===== src/ptl_pkg.sv =====
// Package with constants and types of the transmit launch control block.
// Operation
// RQ1: Cable reset with launch in automatic mode sends cable Reset, ignores queue.
// RQ2: Raw mode ignores both reset request bits.
// RQ3: Reset request bits set only while launch bit is clear.
// RQ4: Hard reset wins; cable request not set when both written.
// RQ5: Reset requests cleared by hardware at packet end or block reset only.
// RQ6: Reset transmissions are never retried automatically.
// RQ7: Software sets reset requests only after launch bit cleared.
// RQ8: Read-only channel clear flag resets to one; software checks before launch.
// RQ9: Channel clear is zero while line busy or auto response pending.
// RQ10: Writing one to pointer clear resets queue write pointer.
// RQ11: Pointer clear reads zero; pointer also cleared when launch bit clears. Code pulses it only at completion, not when block reset clears launch.
// RQ12: Hard reset with launch in automatic mode sends hard Reset, ignores queue.
// RQ13: Abort write stops transmission soon; zero no effect; reads zero.
// RQ14: Abort finishes nibble or preamble bit, sends end-of-packet, stops.
// RQ15: Software waits for end-of-packet sent flag after abort.
// RQ16: Launch starts queued packet, or requested Reset in automatic mode.
// RQ17: Launch bit cleared by hardware at completion or reset, not software.
// RQ18: Collision may abort; sets aborted flag and interrupt pulse.
// RQ19: Two top reserved bits read zero, writes ignored.
package ptl_pkg;
    localparam logic [15:0] PTL_CTL_ADDR = 16'h1a05;
    localparam int PTL_BIT_LAUNCH = 0;
    localparam int PTL_BIT_ABORT = 1;
    localparam int PTL_BIT_HARD = 2;
    localparam int PTL_BIT_PTRCLR = 3;
    localparam int PTL_BIT_CLEAR = 4;
    localparam int PTL_BIT_CABLE = 5;
    localparam logic PTL_RST_LAUNCH = 1'b0;
    localparam logic PTL_RST_HARD = 1'b0;
    localparam logic PTL_RST_CABLE = 1'b0;
    localparam logic PTL_RST_CLEAR = 1'b1;
    localparam int PTL_BIT_CYCLES = 83;
    localparam int PTL_PREAMBLE_BITS = 64;
    localparam int PTL_NIBBLE_BITS = 5;
    localparam int PTL_EOP_BITS = 5;
    typedef enum logic [1:0] {
        PTL_KIND_PACKET,
        PTL_KIND_HARD,
        PTL_KIND_CABLE
    } ptl_kind_t;
    typedef enum logic [2:0] {
        PTL_IDLE,
        PTL_PREAMBLE,
        PTL_BODY,
        PTL_EOP
    } ptl_state_t;
endpackage


===== src/ptl_bit_timer.sv =====
// Bit-time enable divider for the transmit sequencer.
`timescale 1ns/10ps
`default_nettype none
module ptl_bit_timer #(
    parameter int CYCLES = 83
) (
    // Clock and reset.
    input wire logic clk,
    input wire logic rst,
    // Control.
    input wire logic run,
    output logic tick
);
    initial begin
        if (CYCLES < 2 || CYCLES > 255) begin
            $error("ptl_bit_timer: CYCLES out of range");
        end
    end
    typedef struct packed {
        logic [7:0] cnt;
        logic tick;
    } ptl_tmr_t;
    ptl_tmr_t s_q, s_d;
    always_comb begin
        s_d = s_q;
        s_d.tick = 1'b0;
        if (!run) begin
            s_d.cnt = 8'h00;
        end else if (s_q.cnt == 8'(CYCLES - 1)) begin
            s_d.cnt = 8'h00;
            s_d.tick = 1'b1;
        end else begin
            s_d.cnt = s_q.cnt + 8'h01;
        end
    end
    always_ff @(posedge clk or posedge rst) begin
        if (rst) begin
            s_q <= '0;
        end else begin
            s_q <= s_d;
        end
    end
    assign tick = s_q.tick;
endmodule
`default_nettype wire


===== src/ptl_launch_ctl.sv =====
// Transmit launch control: register, launch, reset and abort sequencing.
`timescale 1ns/10ps
`default_nettype none
module ptl_launch_ctl
    import ptl_pkg::*;
#(
    parameter int BIT_CYCLES = ptl_pkg::PTL_BIT_CYCLES,
    parameter int PREAMBLE_BITS = ptl_pkg::PTL_PREAMBLE_BITS,
    parameter int PACKET_NIBBLES = 16
) (
    // Clock and reset.
    input wire logic clk,
    input wire logic rst,
    input wire logic protocol_block_reset,
    // Register port.
    input wire logic [15:0] reg_addr,
    input wire logic reg_wr,
    input wire logic reg_rd,
    input wire logic [7:0] reg_wdata,
    output logic [7:0] reg_rdata,
    // Neighbouring controls and line status.
    input wire logic raw_mode_enable,
    input wire logic line_busy,
    input wire logic auto_response_busy,
    input wire logic collision,
    // Transmit side outputs.
    output logic tx_active,
    output ptl_pkg::ptl_kind_t tx_kind,
    output logic tx_phase_preamble,
    output logic queue_write_pointer_reset,
    output logic end_of_packet_sent_flag,
    output logic tx_aborted_flag
);
    initial begin
        if (PREAMBLE_BITS < 1 || PREAMBLE_BITS > 127 ||
            PACKET_NIBBLES < 1 || PACKET_NIBBLES > 255) begin
            $error("ptl_launch_ctl: parameter out of range");
        end
    end

    ////////////////////////////////////////////////////////////////////////
    typedef struct packed {
        ptl_state_t st;
        ptl_kind_t kind;
        logic launch;
        logic hard;
        logic cable;
        logic clear;
        logic abort_pend;
        logic [7:0] bits;
        logic [7:0] units;
        logic [7:0] rdata;
        logic ptr_rst;
        logic eop_flag;
        logic abt_flag;
        logic preamble;
    } ptl_ctl_t;

    ptl_ctl_t s_q, s_d;
    logic tick;

    ptl_bit_timer #(
        .CYCLES(BIT_CYCLES)
    ) u_timer (
        .clk(clk),
        .rst(rst),
        .run(s_q.st != PTL_IDLE),
        .tick(tick)
    );

    function automatic logic [7:0] ctl_read(input ptl_ctl_t s);
        logic [7:0] v;
        v = 8'h00; // [RQ19]
        v[PTL_BIT_LAUNCH] = s.launch;
        v[PTL_BIT_HARD] = s.hard;
        v[PTL_BIT_CABLE] = s.cable;
        v[PTL_BIT_CLEAR] = s.clear; // [RQ8]
        return v; // [RQ11] [RQ13]
    endfunction

    ////////////////////////////////////////////////////////////////////////
    always_comb begin
        logic sel;
        logic wr_hard;
        logic wr_cable;
        logic done;
        sel = (reg_addr == PTL_CTL_ADDR);
        wr_hard = 1'b0;
        wr_cable = 1'b0;
        done = 1'b0;
        s_d = s_q;
        s_d.ptr_rst = 1'b0;
        s_d.eop_flag = 1'b0;
        s_d.abt_flag = 1'b0;
        s_d.clear = !(line_busy || auto_response_busy); // [RQ9]
        if (sel && reg_rd) begin
            s_d.rdata = ctl_read(s_q);
        end
        if (sel && reg_wr) begin
            if (reg_wdata[PTL_BIT_PTRCLR]) begin
                s_d.ptr_rst = 1'b1; // [RQ10]
            end
            if (!s_q.launch) begin
                wr_hard = reg_wdata[PTL_BIT_HARD]; // [RQ3]
                wr_cable = reg_wdata[PTL_BIT_CABLE] && !wr_hard &&
                    !s_q.hard; // [RQ4]
                if (wr_hard) begin
                    s_d.hard = 1'b1; // [RQ5]
                end
                if (wr_cable) begin
                    s_d.cable = 1'b1;
                end
            end
            if (reg_wdata[PTL_BIT_ABORT] && s_q.st != PTL_IDLE) begin
                s_d.abort_pend = 1'b1; // [RQ13]
            end
            if (reg_wdata[PTL_BIT_LAUNCH] && !s_q.launch) begin
                s_d.launch = 1'b1; // [RQ16]
                s_d.st = PTL_PREAMBLE;
                s_d.bits = 8'h00;
                s_d.units = 8'h00;
                s_d.abort_pend = 1'b0;
                if (raw_mode_enable) begin
                    s_d.kind = PTL_KIND_PACKET; // [RQ2]
                end else if (s_q.hard || wr_hard) begin
                    s_d.kind = PTL_KIND_HARD; // [RQ12]
                end else if (s_q.cable || wr_cable) begin
                    s_d.kind = PTL_KIND_CABLE; // [RQ1]
                end else begin
                    s_d.kind = PTL_KIND_PACKET;
                end
            end
        end
        if (collision && s_q.st != PTL_IDLE) begin
            s_d.abort_pend = 1'b1; // [RQ18]
            s_d.abt_flag = 1'b1;
        end
        if (tick) begin
            case (s_q.st)
                PTL_PREAMBLE: begin
                    s_d.bits = s_q.bits + 8'h01;
                    if (s_d.abort_pend) begin
                        s_d.st = PTL_EOP; // [RQ14]
                        s_d.bits = 8'h00;
                    end else if (s_q.bits == 8'(PREAMBLE_BITS - 1)) begin
                        s_d.st = PTL_BODY;
                        s_d.bits = 8'h00;
                    end
                end
                PTL_BODY: begin
                    s_d.bits = s_q.bits + 8'h01;
                    if (s_q.bits == 8'(PTL_NIBBLE_BITS - 1)) begin
                        s_d.bits = 8'h00;
                        s_d.units = s_q.units + 8'h01;
                        if (s_d.abort_pend || s_q.kind != PTL_KIND_PACKET ||
                            s_q.units == 8'(PACKET_NIBBLES - 1)) begin
                            s_d.st = PTL_EOP; // [RQ14]
                        end
                    end
                end
                PTL_EOP: begin
                    s_d.bits = s_q.bits + 8'h01;
                    if (s_q.bits == 8'(PTL_EOP_BITS - 1)) begin
                        done = 1'b1;
                    end
                end
                default: begin
                    s_d.bits = 8'h00;
                end
            endcase
        end
        if (done) begin
            s_d.st = PTL_IDLE; // [RQ6]
            s_d.launch = 1'b0; // [RQ17]
            s_d.hard = 1'b0; // [RQ5]
            s_d.cable = 1'b0;
            s_d.abort_pend = 1'b0;
            s_d.eop_flag = 1'b1;
            s_d.ptr_rst = 1'b1; // [RQ11]
        end
        if (protocol_block_reset) begin
            s_d.st = PTL_IDLE;
            s_d.launch = PTL_RST_LAUNCH; // [RQ17]
            s_d.hard = PTL_RST_HARD; // [RQ5]
            s_d.cable = PTL_RST_CABLE;
            s_d.abort_pend = 1'b0;
            s_d.bits = 8'h00;
            s_d.units = 8'h00;
        end
        // Preamble phase output is kept in its own flip-flop.
        s_d.preamble = (s_d.st == PTL_PREAMBLE);
    end

    ////////////////////////////////////////////////////////////////////////
    always_ff @(posedge clk or posedge rst) begin
        if (rst) begin
            s_q <= '0;
            s_q.st <= PTL_IDLE;
            s_q.kind <= PTL_KIND_PACKET;
            s_q.clear <= PTL_RST_CLEAR; // [RQ8]
        end else begin
            s_q <= s_d;
        end
    end

    ////////////////////////////////////////////////////////////////////////
    assign reg_rdata = s_q.rdata;
    assign tx_active = s_q.launch;
    assign tx_kind = s_q.kind;
    assign tx_phase_preamble = s_q.preamble;
    assign queue_write_pointer_reset = s_q.ptr_rst;
    assign end_of_packet_sent_flag = s_q.eop_flag; // [RQ15]
    assign tx_aborted_flag = s_q.abt_flag;
endmodule
`default_nettype wire


===== config.mk =====
export PLATFORM = sky130hd
export DESIGN_NAME = ptl_launch_ctl
export DESIGN_NICKNAME = d
export VERILOG_FILES = /design/src/ptl_pkg.sv /design/src/ptl_bit_timer.sv /design/src/ptl_launch_ctl.sv
export SDC_FILE = /design/constraint.sdc
export NUM_CORES = 1
export LEC_CHECK = 0
export BUFFER_PORTS_ARGS = -buffer_cell sky130_fd_sc_hd__buf_2
export CAP_MARGIN = 20
export CORE_UTILIZATION = 53
export CTS_BUF_LIST = sky130_fd_sc_hd__clkbuf_2 sky130_fd_sc_hd__clkbuf_4 sky130_fd_sc_hd__clkbuf_8
export DETAILED_ROUTE_END_ITERATION = 10
export HOLD_SLACK_MARGIN = 0.1
export PLACE_DENSITY_LB_ADDON = 0.15
export SKIP_LAST_GASP = 1
export SLEW_MARGIN = 20
export SYNTH_ARGS = -nofsm -noshare
export SYNTH_HDL_FRONTEND = slang
export SYNTH_SLANG_ARGS = --single-unit
export TNS_END_PERCENT = 30

===== constraint.sdc =====
create_clock -name clk -period 4.42 [get_ports clk]
set_clock_uncertainty 0.05 [all_clocks]
set_input_delay 0.442 -clock clk [delete_from_list [all_inputs] [get_ports clk]]
set_output_delay 0.442 -clock clk [all_outputs]
set_load 0.005 [all_outputs]

Word level (Yosys, flattened, before mapping) --
Index checks and enable logic that the tools add are counted.
Operators by class: add/subtract/negate cells 3, equal/unequal tests 10, muxes and demuxes 45, reductions and logical operators 29
Operators with widths (number):
- 17-bit 2-to-1 mux | 3
- 8-bit 2-to-1 mux | 6
- 16-bit 2-to-1 mux | 2
- 3-bit 2-to-1 mux | 9
- 8-bit by 1-bit adder with 8-bit output, second input constant | 3
- 8-bit case mux with 3 select lines | 1
- 3-bit nonzero test | 7
- 1-bit 2-to-1 mux | 17
- 16-bit by 13-bit == test with 1-bit output, second input constant | 1
- 2-bit 2-to-1 mux | 5
- 8-bit by 3-bit == test with 1-bit output, second input constant | 1
- 8-bit by 4-bit == test with 1-bit output, second input constant | 1
- 8-bit by 6-bit == test with 1-bit output, second input constant | 1
- 8-bit by 7-bit == test with 1-bit output, second input constant | 1
- 1-bit logical AND | 7
- 3-bit by 1-bit == test with 1-bit output, second input constant | 2
- 3-bit by 2-bit == test with 1-bit output, second input constant | 2
- 6-bit 2-to-1 mux | 1
- 3-bit case mux with 2 select lines | 1
- 2-bit AND reduction | 3
- 3-bit AND reduction | 2
- 1-bit logical OR | 5
- 1-bit logical NOT | 4
- 3-bit by 2-bit != test with 1-bit output, second input constant | 1
- 2-bit nonzero test | 1
Word-level totals: input bits 33, register bits 43, word-level logic and storage cells 103, output and inout port bits 15

Depth between registers and ports, before layout --
Gate-level depths: netlist of the first run.
depth in word-level cells 18, gate-level depth with buffers 9, depth with buffers taken out 8

By module --
A second synthesis of the first run with hierarchy kept.
Unflattened totals: cell total of the unflattened synthesis 250, area total of the unflattened synthesis 2422.3 µm²
Modules (own cells, without submodules):
- ptl_launch_ctl | instances 1, sequential area each 852.1 µm², area each 1981.9 µm², cells each 206
- ptl_bit_timer | instances 1, sequential area each 225.2 µm², area each 440.4 µm², cells each 44

Worst setup path after synthesis of the first run --
Ideal clock, no wire load.
kind register to register, start point register s_q[24] (netlist name), end point register s_q[20] (netlist name), setup time 125 ps, data required time 4245 ps, period minus slack after synthesis 2029 ps, stages on the path, launching flop included 7, setup slack 2391 ps, arrival 1854 ps, buffers on the path 0, cell sequence dfrtp_1 -> or4_4 -> nor3_4 -> a21oi_1 -> nor3_4 -> nor2_1 -> mux2_2
Between the ends: cells in the longest elaborated chain, start to end 6, elaborated cells between the ends (all ways) 8, those cells by class eq/ne (2); mux (6)
RTL lines:
- start: declaration | RTL line ptl_launch_ctl.sv:59 | ptl_ctl_t s_q, s_d;
- 8-bit by 6-bit == test with 1-bit output | RTL line ptl_launch_ctl.sv:145 | end else if (s_q.bits == 8'(PREAMBLE_BITS - 1)) begin
- 8-bit 2-to-1 mux | RTL line ptl_launch_ctl.sv:145
- 8-bit 2-to-1 mux | RTL line ptl_launch_ctl.sv:142 | if (s_d.abort_pend) begin
- 8-bit case mux with 3 select lines (*) | RTL line ptl_launch_ctl.sv:139 | case (s_q.st)
- 16-bit 2-to-1 mux (*) | RTL line ptl_launch_ctl.sv:138 | if (tick) begin
- 17-bit 2-to-1 mux (*) | RTL line ptl_launch_ctl.sv:181 | if (protocol_block_reset) begin
Mark *: on every way between the ends. The rest lies on a longest branch, timed or not. A chain may end at the register's enable or synchronous reset.

Worst setup path in the final report of the first run --
start point register s_q[36] (netlist name), end point register s_q[20] (netlist name)
Between the ends: cells in the longest elaborated chain, start to end 10, elaborated cells between the ends (all ways) 14, those cells by class eq/ne (3); mux (8); reduce/logical (3)
RTL lines:
- 3-bit nonzero test | RTL line ptl_launch_ctl.sv:114, ptl_launch_ctl.sv:134
- 1-bit logical AND | RTL line ptl_launch_ctl.sv:114 | if (reg_wdata[PTL_BIT_ABORT] && s_q.st != PTL_IDLE) begin
- 1-bit 2-to-1 mux | RTL line ptl_launch_ctl.sv:114
- 17-bit 2-to-1 mux | RTL line ptl_launch_ctl.sv:117 | if (reg_wdata[PTL_BIT_LAUNCH] && !s_q.launch) begin
- 17-bit 2-to-1 mux | RTL line ptl_launch_ctl.sv:99 | if (sel && reg_wr) begin
- 1-bit 2-to-1 mux | RTL line ptl_launch_ctl.sv:134 | if (collision && s_q.st != PTL_IDLE) begin
- 8-bit 2-to-1 mux | RTL line ptl_launch_ctl.sv:142
- 8-bit case mux with 3 select lines (*) | RTL line ptl_launch_ctl.sv:139
- 16-bit 2-to-1 mux (*) | RTL line ptl_launch_ctl.sv:138
- 17-bit 2-to-1 mux (*) | RTL line ptl_launch_ctl.sv:181
Mark *: on every way between the ends. The rest lies on a longest branch, timed or not. The select of a mux whose other input is x is not followed.

==> results of run 1 <==
metrics by stage:
| step | setup WS [ps] | util (%) | total power, mW |
|---|---|---|---|
| after global routing | 1940 | 63.4 | 0.703 |
| after CTS | 2120 | 63.4 | 0.683 |
| after floorplan | 2390 | - | 0.418 |
| final | 2120 | 63.4 | 0.672 |
| after detailed placement | 2080 | 61.2 | 0.433 |
| after global placement | 2110 | 61.2 | 0.432 |
state kept, by name (all words and copies together), names as in the netlist:
name                       cells
u_timer.tick                   1
tx_kind                        2
end_of_packet_sent_flag        1
s_q                           23
queue_write_pointer_reset      1
tx_active                      1
tx_phase_preamble              1
tx_aborted_flag                1
reg_rdata                      4
u_timer.s_q                    8
cell usage after synthesis, types with 3 or more instances:
| cell type | instances |
|---|---|
| a21oi_1 | 18 |
| ha_1 | 5 |
| a22o_1 | 3 |
| mux2_2 | 4 |
| and3_1 | 13 |
| nor4b_1 | 3 |
| nor2_1 | 25 |
| nor3_1 | 6 |
| xnor2_1 | 4 |
| nand2b_1 | 5 |
| clkbuf_1 | 3 |
| dfrtp_1 | 42 |
| nor2b_1 | 4 |
| o31ai_1 | 5 |
| and4_1 | 3 |
| and2_1 | 3 |
| xor2_1 | 9 |
| o21ai_0 | 6 |
| buf_2 | 3 |
| o21ai_1 | 5 |
| buf_4 | 10 |
| nand3_1 | 13 |
| a21o_1 | 3 |
| nand2_1 | 17 |
| inv_1 | 8 |
how the worst max path moves through the flow:
stage | cells past startpoint | startpoint | slack [ps] | to
after floorplan | 6 | s_q[24] | 2390 | s_q[20]
after global placement | 6 | reg_addr[9] | 2110 | s_q[20]
after detailed placement | 6 | reg_addr[9] | 2080 | s_q[20]
after CTS | 6 | s_q[36] | 2120 | s_q[20]
after global routing | 6 | s_q[36] | 1940 | s_q[20]
final | 6 | s_q[36] | 2120 | s_q[20]
per-layer routing:
metal / part of all wire, % / track usage, % / routed length, um / vias to the layer above
met5: 0 / 0 / 0 / -
li1: - / - / - / 926
met4: 1.5 / 9.38 / 67 / 0
met1: 47 / 27.3 / 2100 / 859
met2: 48 / 36.0 / 2130 / 34
met3: 3.6 / 6.17 / 159 / 6
critical path, delay by kind of cell, from the launching register on:
kind	cells	cell delay [ps]
AOI/OAI and AO/OA	2	630
DFF	1	520
muxes	1	200
and+or+nand+nor	3	840
logic make-up after synthesis:
family,share of synthesized area (%)
DFF,46.1
buffers and inverters,5.62
other,0.160
xor gates and xnor gates,4.87
muxes,1.93
and+or+nand+nor,25.6
adders and majority gates,2.68
AOI/OAI and AO/OA,13.1
cell type report:
class,count,area share [%]
multi-input combinational,182,43.8
sequential,43,41.3
timing repair buffer,41,7.97
clock buffer,6,2.93
tap,50,2.40
inverter,8,1.15
clock inverter,2,0.480
power by group through the flow:
stage,sequential (mW),combinational (mW),clock (mW)
after detailed placement,0.402,0.0310,0
after global routing,0.394,0.0350,0.274
final,0.394,0.0302,0.248
after global placement,0.402,0.0305,0
after CTS,0.394,0.0310,0.258
after floorplan,0.402,0.0158,0
==> impl_metrics.yaml, run 1 <==
critical_path:
  endpoint_kind: "register"
  crit_path_cell_trace: "or3b_1 -> a41o_1 -> a211oi_1 -> nor3_4 -> nor2_1 -> mux2_2"
  crit_required_ps: 4610
  regToRegEndpoint: "s_q[20]"
  cp_slowest_stage_delay_ps: 520
  regToRegSetupSlack_ps: 2120
  rr_startpoint: "s_q[36]"
  ff2ff_path_depth: 6
  arrival_ps: 2490
  cp-start-kind: "register"
  critical_path_class: "register to register"
  crit_fanout: 12
  slowest_stage: "dfrtp_1"
cts:
  htreeDepth: 2
  worstSkewPairLatency_ps: 300
  postCtsSetupRepairBufs: 0
  cts_tree: "yes"
  cts_resized: 0
  clockRootBuffer: "clkbuf_8"
  hold_buffers: 0
  cts_buffers: 5
  clockBufferDepth: 2
  clock_sinks: 43
  clk_transition_reported_paths_ps: 80
min_path:
  hold_path_depth: 2
  worstHoldEndpoint: "s_q[29]"
  hold_start: "line_busy"
  hp-class: "input pin to register"
global_routing:
  grt_max_degree: 44
  grt_usage_pct: 22.1
  grt_pass1_wl_um: 7510
  overflow: 0
  grt_pass1_vias: 1696
  grt_antenna_before_repair: 0
power:
  power.density_mw_per_mm2: 258
  vdd_drop_max_mv: 0.137
  intPower_mw: 0.523
  p_switching_mw: 0.149
  power_leakage_nw: 1.29
  clockPowerShare_pct: 36.9
  sw_frac_of_total_pct: 22.2
  combPwrFrac_pct: 4.5
  p_seq_share_pct: 58.6
sta:
  maxSlewHeadroom_pct: 38.6
  timing.fmax_ghz: 0.435
  tightest_slew_ps: 914
  setup_viol: 0
  fin_setup_tns_ps: 0
  rsz0062_at_grt: "no"
  hold_slack_ps: 196
  timing.final.crit_period_ps: 2300
  slew_violations: 0
  post-route-period-util_pct: 52.0
  finalHoldViolCount: 0
placed_design:
  place_area_mm2: 0.00252
  place.gp.congestion: 0.818
  dp_cells: 324
  hpwl_um: 3240
  port_buffers: 40
final_layout:
  layout_commonest_cell: "dfrtp_1"
  drive_gt1_share_pct: 21.3
  fill_cells: 366
  ff_latch_area_mm2: 0.00108
  antenna_cells: 0
  finalInstanceArea_mm2: 0.00261
  syn2layout_area_growth_pct: 11.5
  final_cell_mix: "dfrtp_1, buf_2, nor2_1"
  fin_cells: 332
  multiInputGateArea_mm2: 0.00114
  nNetsFinal: 319
die:
  dieArea_mm2: 0.00468
  pin_count: 48
  start_util_pct: 56.8
  fp-row-count: 23
  die_w_um: 68.4
  die_y_um: 68.4
  core_mm2: 0.00412
routing:
  routed_wl_um: 4450
  ant_nets: 0
  vias_per_cell: 5.50
  remaining_drc_errors: 0
  drt_iter0_markers: 75
  first_pass_iters: 4
  vias: 1825
  post_drt_wl_per_cell_um: 13.4
synthesis:
  async_reset_ff_share_pct: 100
  netlist_instances: 246
  synth_largest_area_cell: "dfrtp_1"
  ys_types: 43
  syn_area_mm2: 0.00234
  ys_ff_latch: 43
  yosysSeqAreaShare_pct: 46.1
  netlist_top_cells_area: "dfrtp_1, nor2_1, a21oi_1"
  yosysWarnings: 0
  synth_flop_cell: "dfrtp_1"
  synth_edf_count: 0
  yosysTopAreaCellShare_pct: 44.9
  avgSynthCellArea_um2: 9.51
run_status:
  outcome: "complete, no violations"
job:
  max-cap-violations: 0
No activity file was read; power rests on OpenSTA's default activity.
==> run 2, diff against run 1 <==
==> constraint.sdc (replaced) <==
create_clock -name clk -period 2.3 [get_ports clk]
set_clock_uncertainty 0.05 [all_clocks]
set_input_delay 0.23 -clock clk [delete_from_list [all_inputs] [get_ports clk]]
set_output_delay 0.23 -clock clk [all_outputs]
set_load 0.005 [all_outputs]
==> run 2 against run 1 <==
Effect of this change: register-to-register slack worse by 1900 ps; final area up 3.8%; global-route usage down 0.61 points; largest cell class unchanged; count of clock-buffer cells in the layout unchanged; highest routed layer unchanged.
==> impl_metrics.yaml, run 2 (synthesis results as in run 1) <==
power:
  power_leakage_nw: 1.35
  intPower_mw: 1.01
  power.density_mw_per_mm2: 478
  sw_frac_of_total_pct: 22.0
  p_seq_share_pct: 58.5
  p_switching_mw: 0.284
  clockPowerShare_pct: 36.6
  vdd_drop_max_mv: 0.233
  combPwrFrac_pct: 4.9
routing:
  routed_wl_um: 4420
  first_pass_iters: 4
  vias_per_cell: 5.38
  ant_nets: 0
  post_drt_wl_per_cell_um: 12.9
  vias: 1849
  remaining_drc_errors: 0
  drt_iter0_markers: 92
final_layout:
  final_util_pct: 65.8
  layout_commonest_cell: "dfrtp_1"
  final_cell_mix: "dfrtp_1, buf_2, nor2_1"
  largest_register_ffs: 23
  nNetsFinal: 331
  antenna_cells: 0
  largest-register: "s_q"
  fill_cells: 363
  syn2layout_area_growth_pct: 15.8
  drive_gt1_share_pct: 23.1
critical_path:
  cp.depth: 8
  crit_required_ps: 2490
  crit_path_cell_trace: "ha_1 -> and3_1 -> a41o_1 -> a211oi_1 -> buf_4 -> nor3_4 -> nor2_1 -> mux2_2"
  slowest_stage: "dfrtp_1"
  crit_family: "simple AND/OR/NAND/NOR gates"
  crit_fanout: 5
  cp_slowest_stage_delay_ps: 420
  path_buf_inv: 1
  critical_path_class: "register to register"
  ff2ff_path_depth: 8
  arrival_ps: 2270
  cp-start-kind: "register"
  endpoint_kind: "register"
global_routing:
  grt_usage_pct: 21.5
  overflow: 0
  grt_max_degree: 44
  grt_pass1_wl_um: 7350
  grt_antenna_before_repair: 0
  grt_pass1_vias: 1664
die:
  dieArea_mm2: 0.00468
  fp-row-count: 23
  core_mm2: 0.00412
  die_w_um: 68.4
  pin_count: 48
  start_util_pct: 56.8
  die_y_um: 68.4
run_status:
  outcome: "complete, no violations"
cts:
  postCtsSetupRepairBufs: 0
  clockBufferDepth: 2
  clk_transition_reported_paths_ps: 80
  worstSkewPairLatency_ps: 290
  clockRootBuffer: "clkbuf_8"
  cts_buffers: 5
  htreeDepth: 2
  clock_sinks: 43
  cts_tree: "yes"
sta:
  maxSlewHeadroom_pct: 45.7
  slew_violations: 0
  timing.final.crit_period_ps: 2080
  timing.fmax_ghz: 0.480
  tightest_slew_ps: 808
  rsz0062_at_grt: "no"
  finalHoldViolCount: 0
  fin_setup_tns_ps: 0
  post-route-period-util_pct: 90.6
  setup_viol: 0
placed_design:
  hpwl_um: 3230
  port_buffers: 40
  place.gp.congestion: 0.884
job:
  max-cap-violations: 0
min_path:
  hp-class: "input pin to register"
  hold_path_depth: 3
-- run 2: routing by layer --
metal / vias to the layer above / wire [um] / global-route usage [%]
li1: 954 / - / -
met1: 852 / 2150 / 28.3
met2: 36 / 2030 / 34.6
met3: 7 / 178 / 5.67
met4: 0 / 63 / 6.25
met5: - / 0 / 0
-- run 2: through the flow --
step | hold WS (ps) | cells | area [um2] | setup WS (ps) | power, mW
6_report | 162 | 344 | 2710 | 215 | 1.29
5_1_grt | 160 | 344 | 2710 | 44.5 | 1.35
4_1_cts | 153 | 344 | 2710 | 211 | 1.31
3_5_place_dp | 297 | 332 | 2580 | 237 | 0.831
3_3_place_gp | 294 | 332 | 2580 | 239 | 0.830
2_1_floorplan | 207 | 249 | 2350 | 271 | 0.802
-- run 2: repair_timing --
| action | in CTS | in global routing |
|---|---|---|
| resized for setup | 0 | 0 |
| hold endpoints to repair | 44 | 0 |
| hold buffers | 4 | 0 |
-- run 2: worst min-delay path, stage by stage --
cell and delay [ps]:
buf_2 80, o31ai_1 100, inv_1 70
-- run 2: power by group through the flow --
stage               combinational (mW)  clock, mW  sequential, mW
finish                          0.0631      0.473           0.757
global route                    0.0733      0.524           0.757
CTS                             0.0642      0.493           0.757
detailed placement              0.0590          0           0.772
global placement                0.0582          0           0.772
floorplan                       0.0304          0           0.772
-- run 2: final timing paths --
| path | start | end | slack (ps) |
|---|---|---|---|
| max in group asynchronous | rst | s_q[29] | 1270 |
| worst max-delay path | s_q[21] | s_q[20] | 220 |
| min in group asynchronous | rst | s_q[23] | 550 |
| worst min register to register | reg_rdata[0] | reg_rdata[0] | 450 |
| worst max register to register | s_q[21] | s_q[20] | 220 |
| worst min-delay path | collision | tx_aborted_flag | 160 |
-- run 2: area by class of cell --
| type | instances | area, um2 | share of cell area, % |
|---|---|---|---|
| clock buffer | 6 | 76.3 | 2.82 |
| clock inverter | 2 | 12.5 | 0.462 |
| inverter | 8 | 30.0 | 1.11 |
| multi-input combinational | 182 | 1140 | 42.1 |
| sequential | 43 | 1080 | 39.8 |
| tap | 50 | 62.6 | 2.31 |
| timing repair buffer | 53 | 308 | 11.4 |
==> run 3, diff against run 2 <==
--- a/config.mk
+++ b/config.mk
@@ -7,11 +7,12 @@
 export LEC_CHECK = 0
 export BUFFER_PORTS_ARGS = -buffer_cell sky130_fd_sc_hd__buf_2
 export CAP_MARGIN = 20
-export CORE_UTILIZATION = 53
+export CORE_UTILIZATION = 51
 export CTS_BUF_LIST = sky130_fd_sc_hd__clkbuf_2 sky130_fd_sc_hd__clkbuf_4 sky130_fd_sc_hd__clkbuf_8
 export DETAILED_ROUTE_END_ITERATION = 10
 export HOLD_SLACK_MARGIN = 0.1
-export PLACE_DENSITY_LB_ADDON = 0.15
+export PLACE_DENSITY_LB_ADDON = 0.1
+export RECOVER_POWER = 25
 export SKIP_LAST_GASP = 1
 export SLEW_MARGIN = 20
 export SYNTH_ARGS = -nofsm -noshare
==> constraint.sdc (replaced) <==
create_clock -name clk -period 1.82 [get_ports clk]
set_clock_uncertainty 0.05 [all_clocks]
set_input_delay 0.182 -clock clk [delete_from_list [all_inputs] [get_ports clk]]
set_output_delay 0.182 -clock clk [all_outputs]
set_load 0.005 [all_outputs]
==> run 3 against run 2 <==
Effect of this change: the flow now finishes with violations (negative setup slack); non-clock buffer count rose by 31; combinational power rose by 27%; worst hold slack got worse by 33 ps; routed wire length rose by 8.3%; die area rose by 3.8%; sequential share of layout area fell by 4.0 points; flip-flop and latch count did not move; via count rose by 8.3%; largest power group unchanged.
==> impl_metrics.yaml, run 3 (synthesis results as in run 1) <==
placed_design:
  hpwl_um: 3450
  place_area_mm2: 0.00280
  port_buffers: 40
  place.gp.congestion: 0.801
  dp_cells: 359
routing:
  drt_iter0_markers: 77
  remaining_drc_errors: 0
  vias: 2003
  first_pass_iters: 4
  routed_wl_um: 4790
  ant_nets: 0
  post_drt_wl_per_cell_um: 12.7
  vias_per_cell: 5.31
final_layout:
  largest-register: "s_q"
  finalInstanceArea_mm2: 0.00301
  layout_commonest_cell: "dfrtp_1"
  fin_cells: 377
  final_util_pct: 68.6
  drive_gt1_share_pct: 32.3
  syn2layout_area_growth_pct: 28.6
  nNetsFinal: 362
  final_cell_mix: "dfrtp_1, buf_4, buf_2"
  antenna_cells: 0
  largest_register_ffs: 23
die:
  start_util_pct: 53.3
  dieArea_mm2: 0.00486
  core_mm2: 0.00438
  pin_count: 48
  die_y_um: 69.7
  die_w_um: 69.7
  fp-row-count: 24
cts:
  clock_sinks: 43
  htreeDepth: 2
  clk_transition_reported_paths_ps: 80
  clockRootBuffer: "clkbuf_8"
  clockBufferDepth: 2
  worstSkewPairLatency_ps: 300
  cts_buffers: 5
  cts_tree: "yes"
sta:
  slew_violations: 0
  tightest_slew_ps: 1050
  maxSlewHeadroom_pct: 30.2
  fin_ws_ps: -196
  hold_slack_ps: 129
  post-route-period-util_pct: 111
  timing.final.crit_period_ps: 2020
  setup_viol: 22
  finalHoldViolCount: 0
  timing.fmax_ghz: 0.496
  rsz0062_at_grt: "yes"
critical_path:
  crit_fanout: 4
  arrival_ps: 2160
  endpoint_kind: "register"
  cp-start-kind: "register"
  regToRegSetupSlack_ps: -200
  crit_required_ps: 1960
  critical_path_class: "register to register"
power:
  vdd_drop_max_mv: 0.339
  power_leakage_nw: 1.50
  power.density_mw_per_mm2: 548
global_routing:
  grt_pass1_vias: 1847
  grt_usage_pct: 21.0
  grt_antenna_before_repair: 0
  grt_pass1_wl_um: 8250
  grt_max_degree: 44
  overflow: 0
min_path:
  hp-class: "input pin to register"
run_status:
  outcome: "complete, but fails checks"
  violations: "negative setup slack"
job:
  max-cap-violations: 0
-- run 3: cell count changes in the layout (fill, tap and decap cells not counted), moves of 2 or more --
cell,before,now
buf_4,9,37
buf_2,40,36
clkbuf_1,0,4
nor2_1,25,22
a21oi_1,18,16
a21oi_2,0,2
nor2_4,0,2
-- run 3: report_power, final --
part	leakage (nW)	internal (mW)	switching, mW
sequential	0.598	0.956	0.000205
combinational	0.857	0.0356	0.0447
clock	0.0446	0.283	0.329
total	1.50	1.28	0.374
-- run 3: repair_timing --
action | in CTS | in global routing
endpoints found under the setup margin | 23 | 24
endpoints found under the hold margin | 44 | 0
gates resized for setup | 5 | 6
setup buffers | 4 | 2
hold buffers | 4 | 0
pin swaps | 7 | 1
-- run 3: worst max-delay path: stages, from the launching register on --
cell and delay [ps]:
dfrtp_1 390, or4_4 540, nor3_4 190, a21oi_2 100, nor3_4 290, nor2_4 70, mux2_4 280
-- run 3: metrics by stage --
stage | total power, mW | TNS (ps) | setup WS, ps
after floorplan | 1.01 | -942 | -157
after detailed placement | 1.05 | -2780 | -256
after global placement | 1.05 | -2250 | -220
final | 1.65 | -2460 | -196
after global routing | 1.71 | -4610 | -282
after CTS | 1.67 | -2520 | -186
-- run 3: layout make-up --
| class | count | area, um2 |
|---|---|---|
| well taps | 52 | 65.1 |
| repair buffers | 84 | 549 |
| multi-input cells | 182 | 1200 |
| clock inverters | 2 | 12.5 |
| flip-flops and latches | 43 | 1080 |
| inverters | 8 | 30.0 |
| fillers | 372 | 1380 |
| clock buffers | 6 | 76.3 |
-- run 3: metal layers --
| metal | global-route usage [%] | up-vias | wire length (um) |
|---|---|---|---|
| li1 | - | 1015 | - |
| met2 | 33.4 | 33 | 2320 |
| met5 | 0 | - | 0 |
| met3 | 4.36 | 5 | 143 |
| met1 | 29.5 | 950 | 2290 |
| met4 | 5.11 | 0 | 31 |
-- run 3: worst paths after layout --
check	from	end	cells past startpoint
min reg2reg	reg_rdata[0]	reg_rdata[0]	2
max in group asynchronous	rst	reg_rdata[4]	4
min	raw_mode_enable	tx_kind[1]	3
max	s_q[27]	s_q[20]	6
max reg2reg	s_q[27]	s_q[20]	6
min in group asynchronous	rst	s_q[20]	4
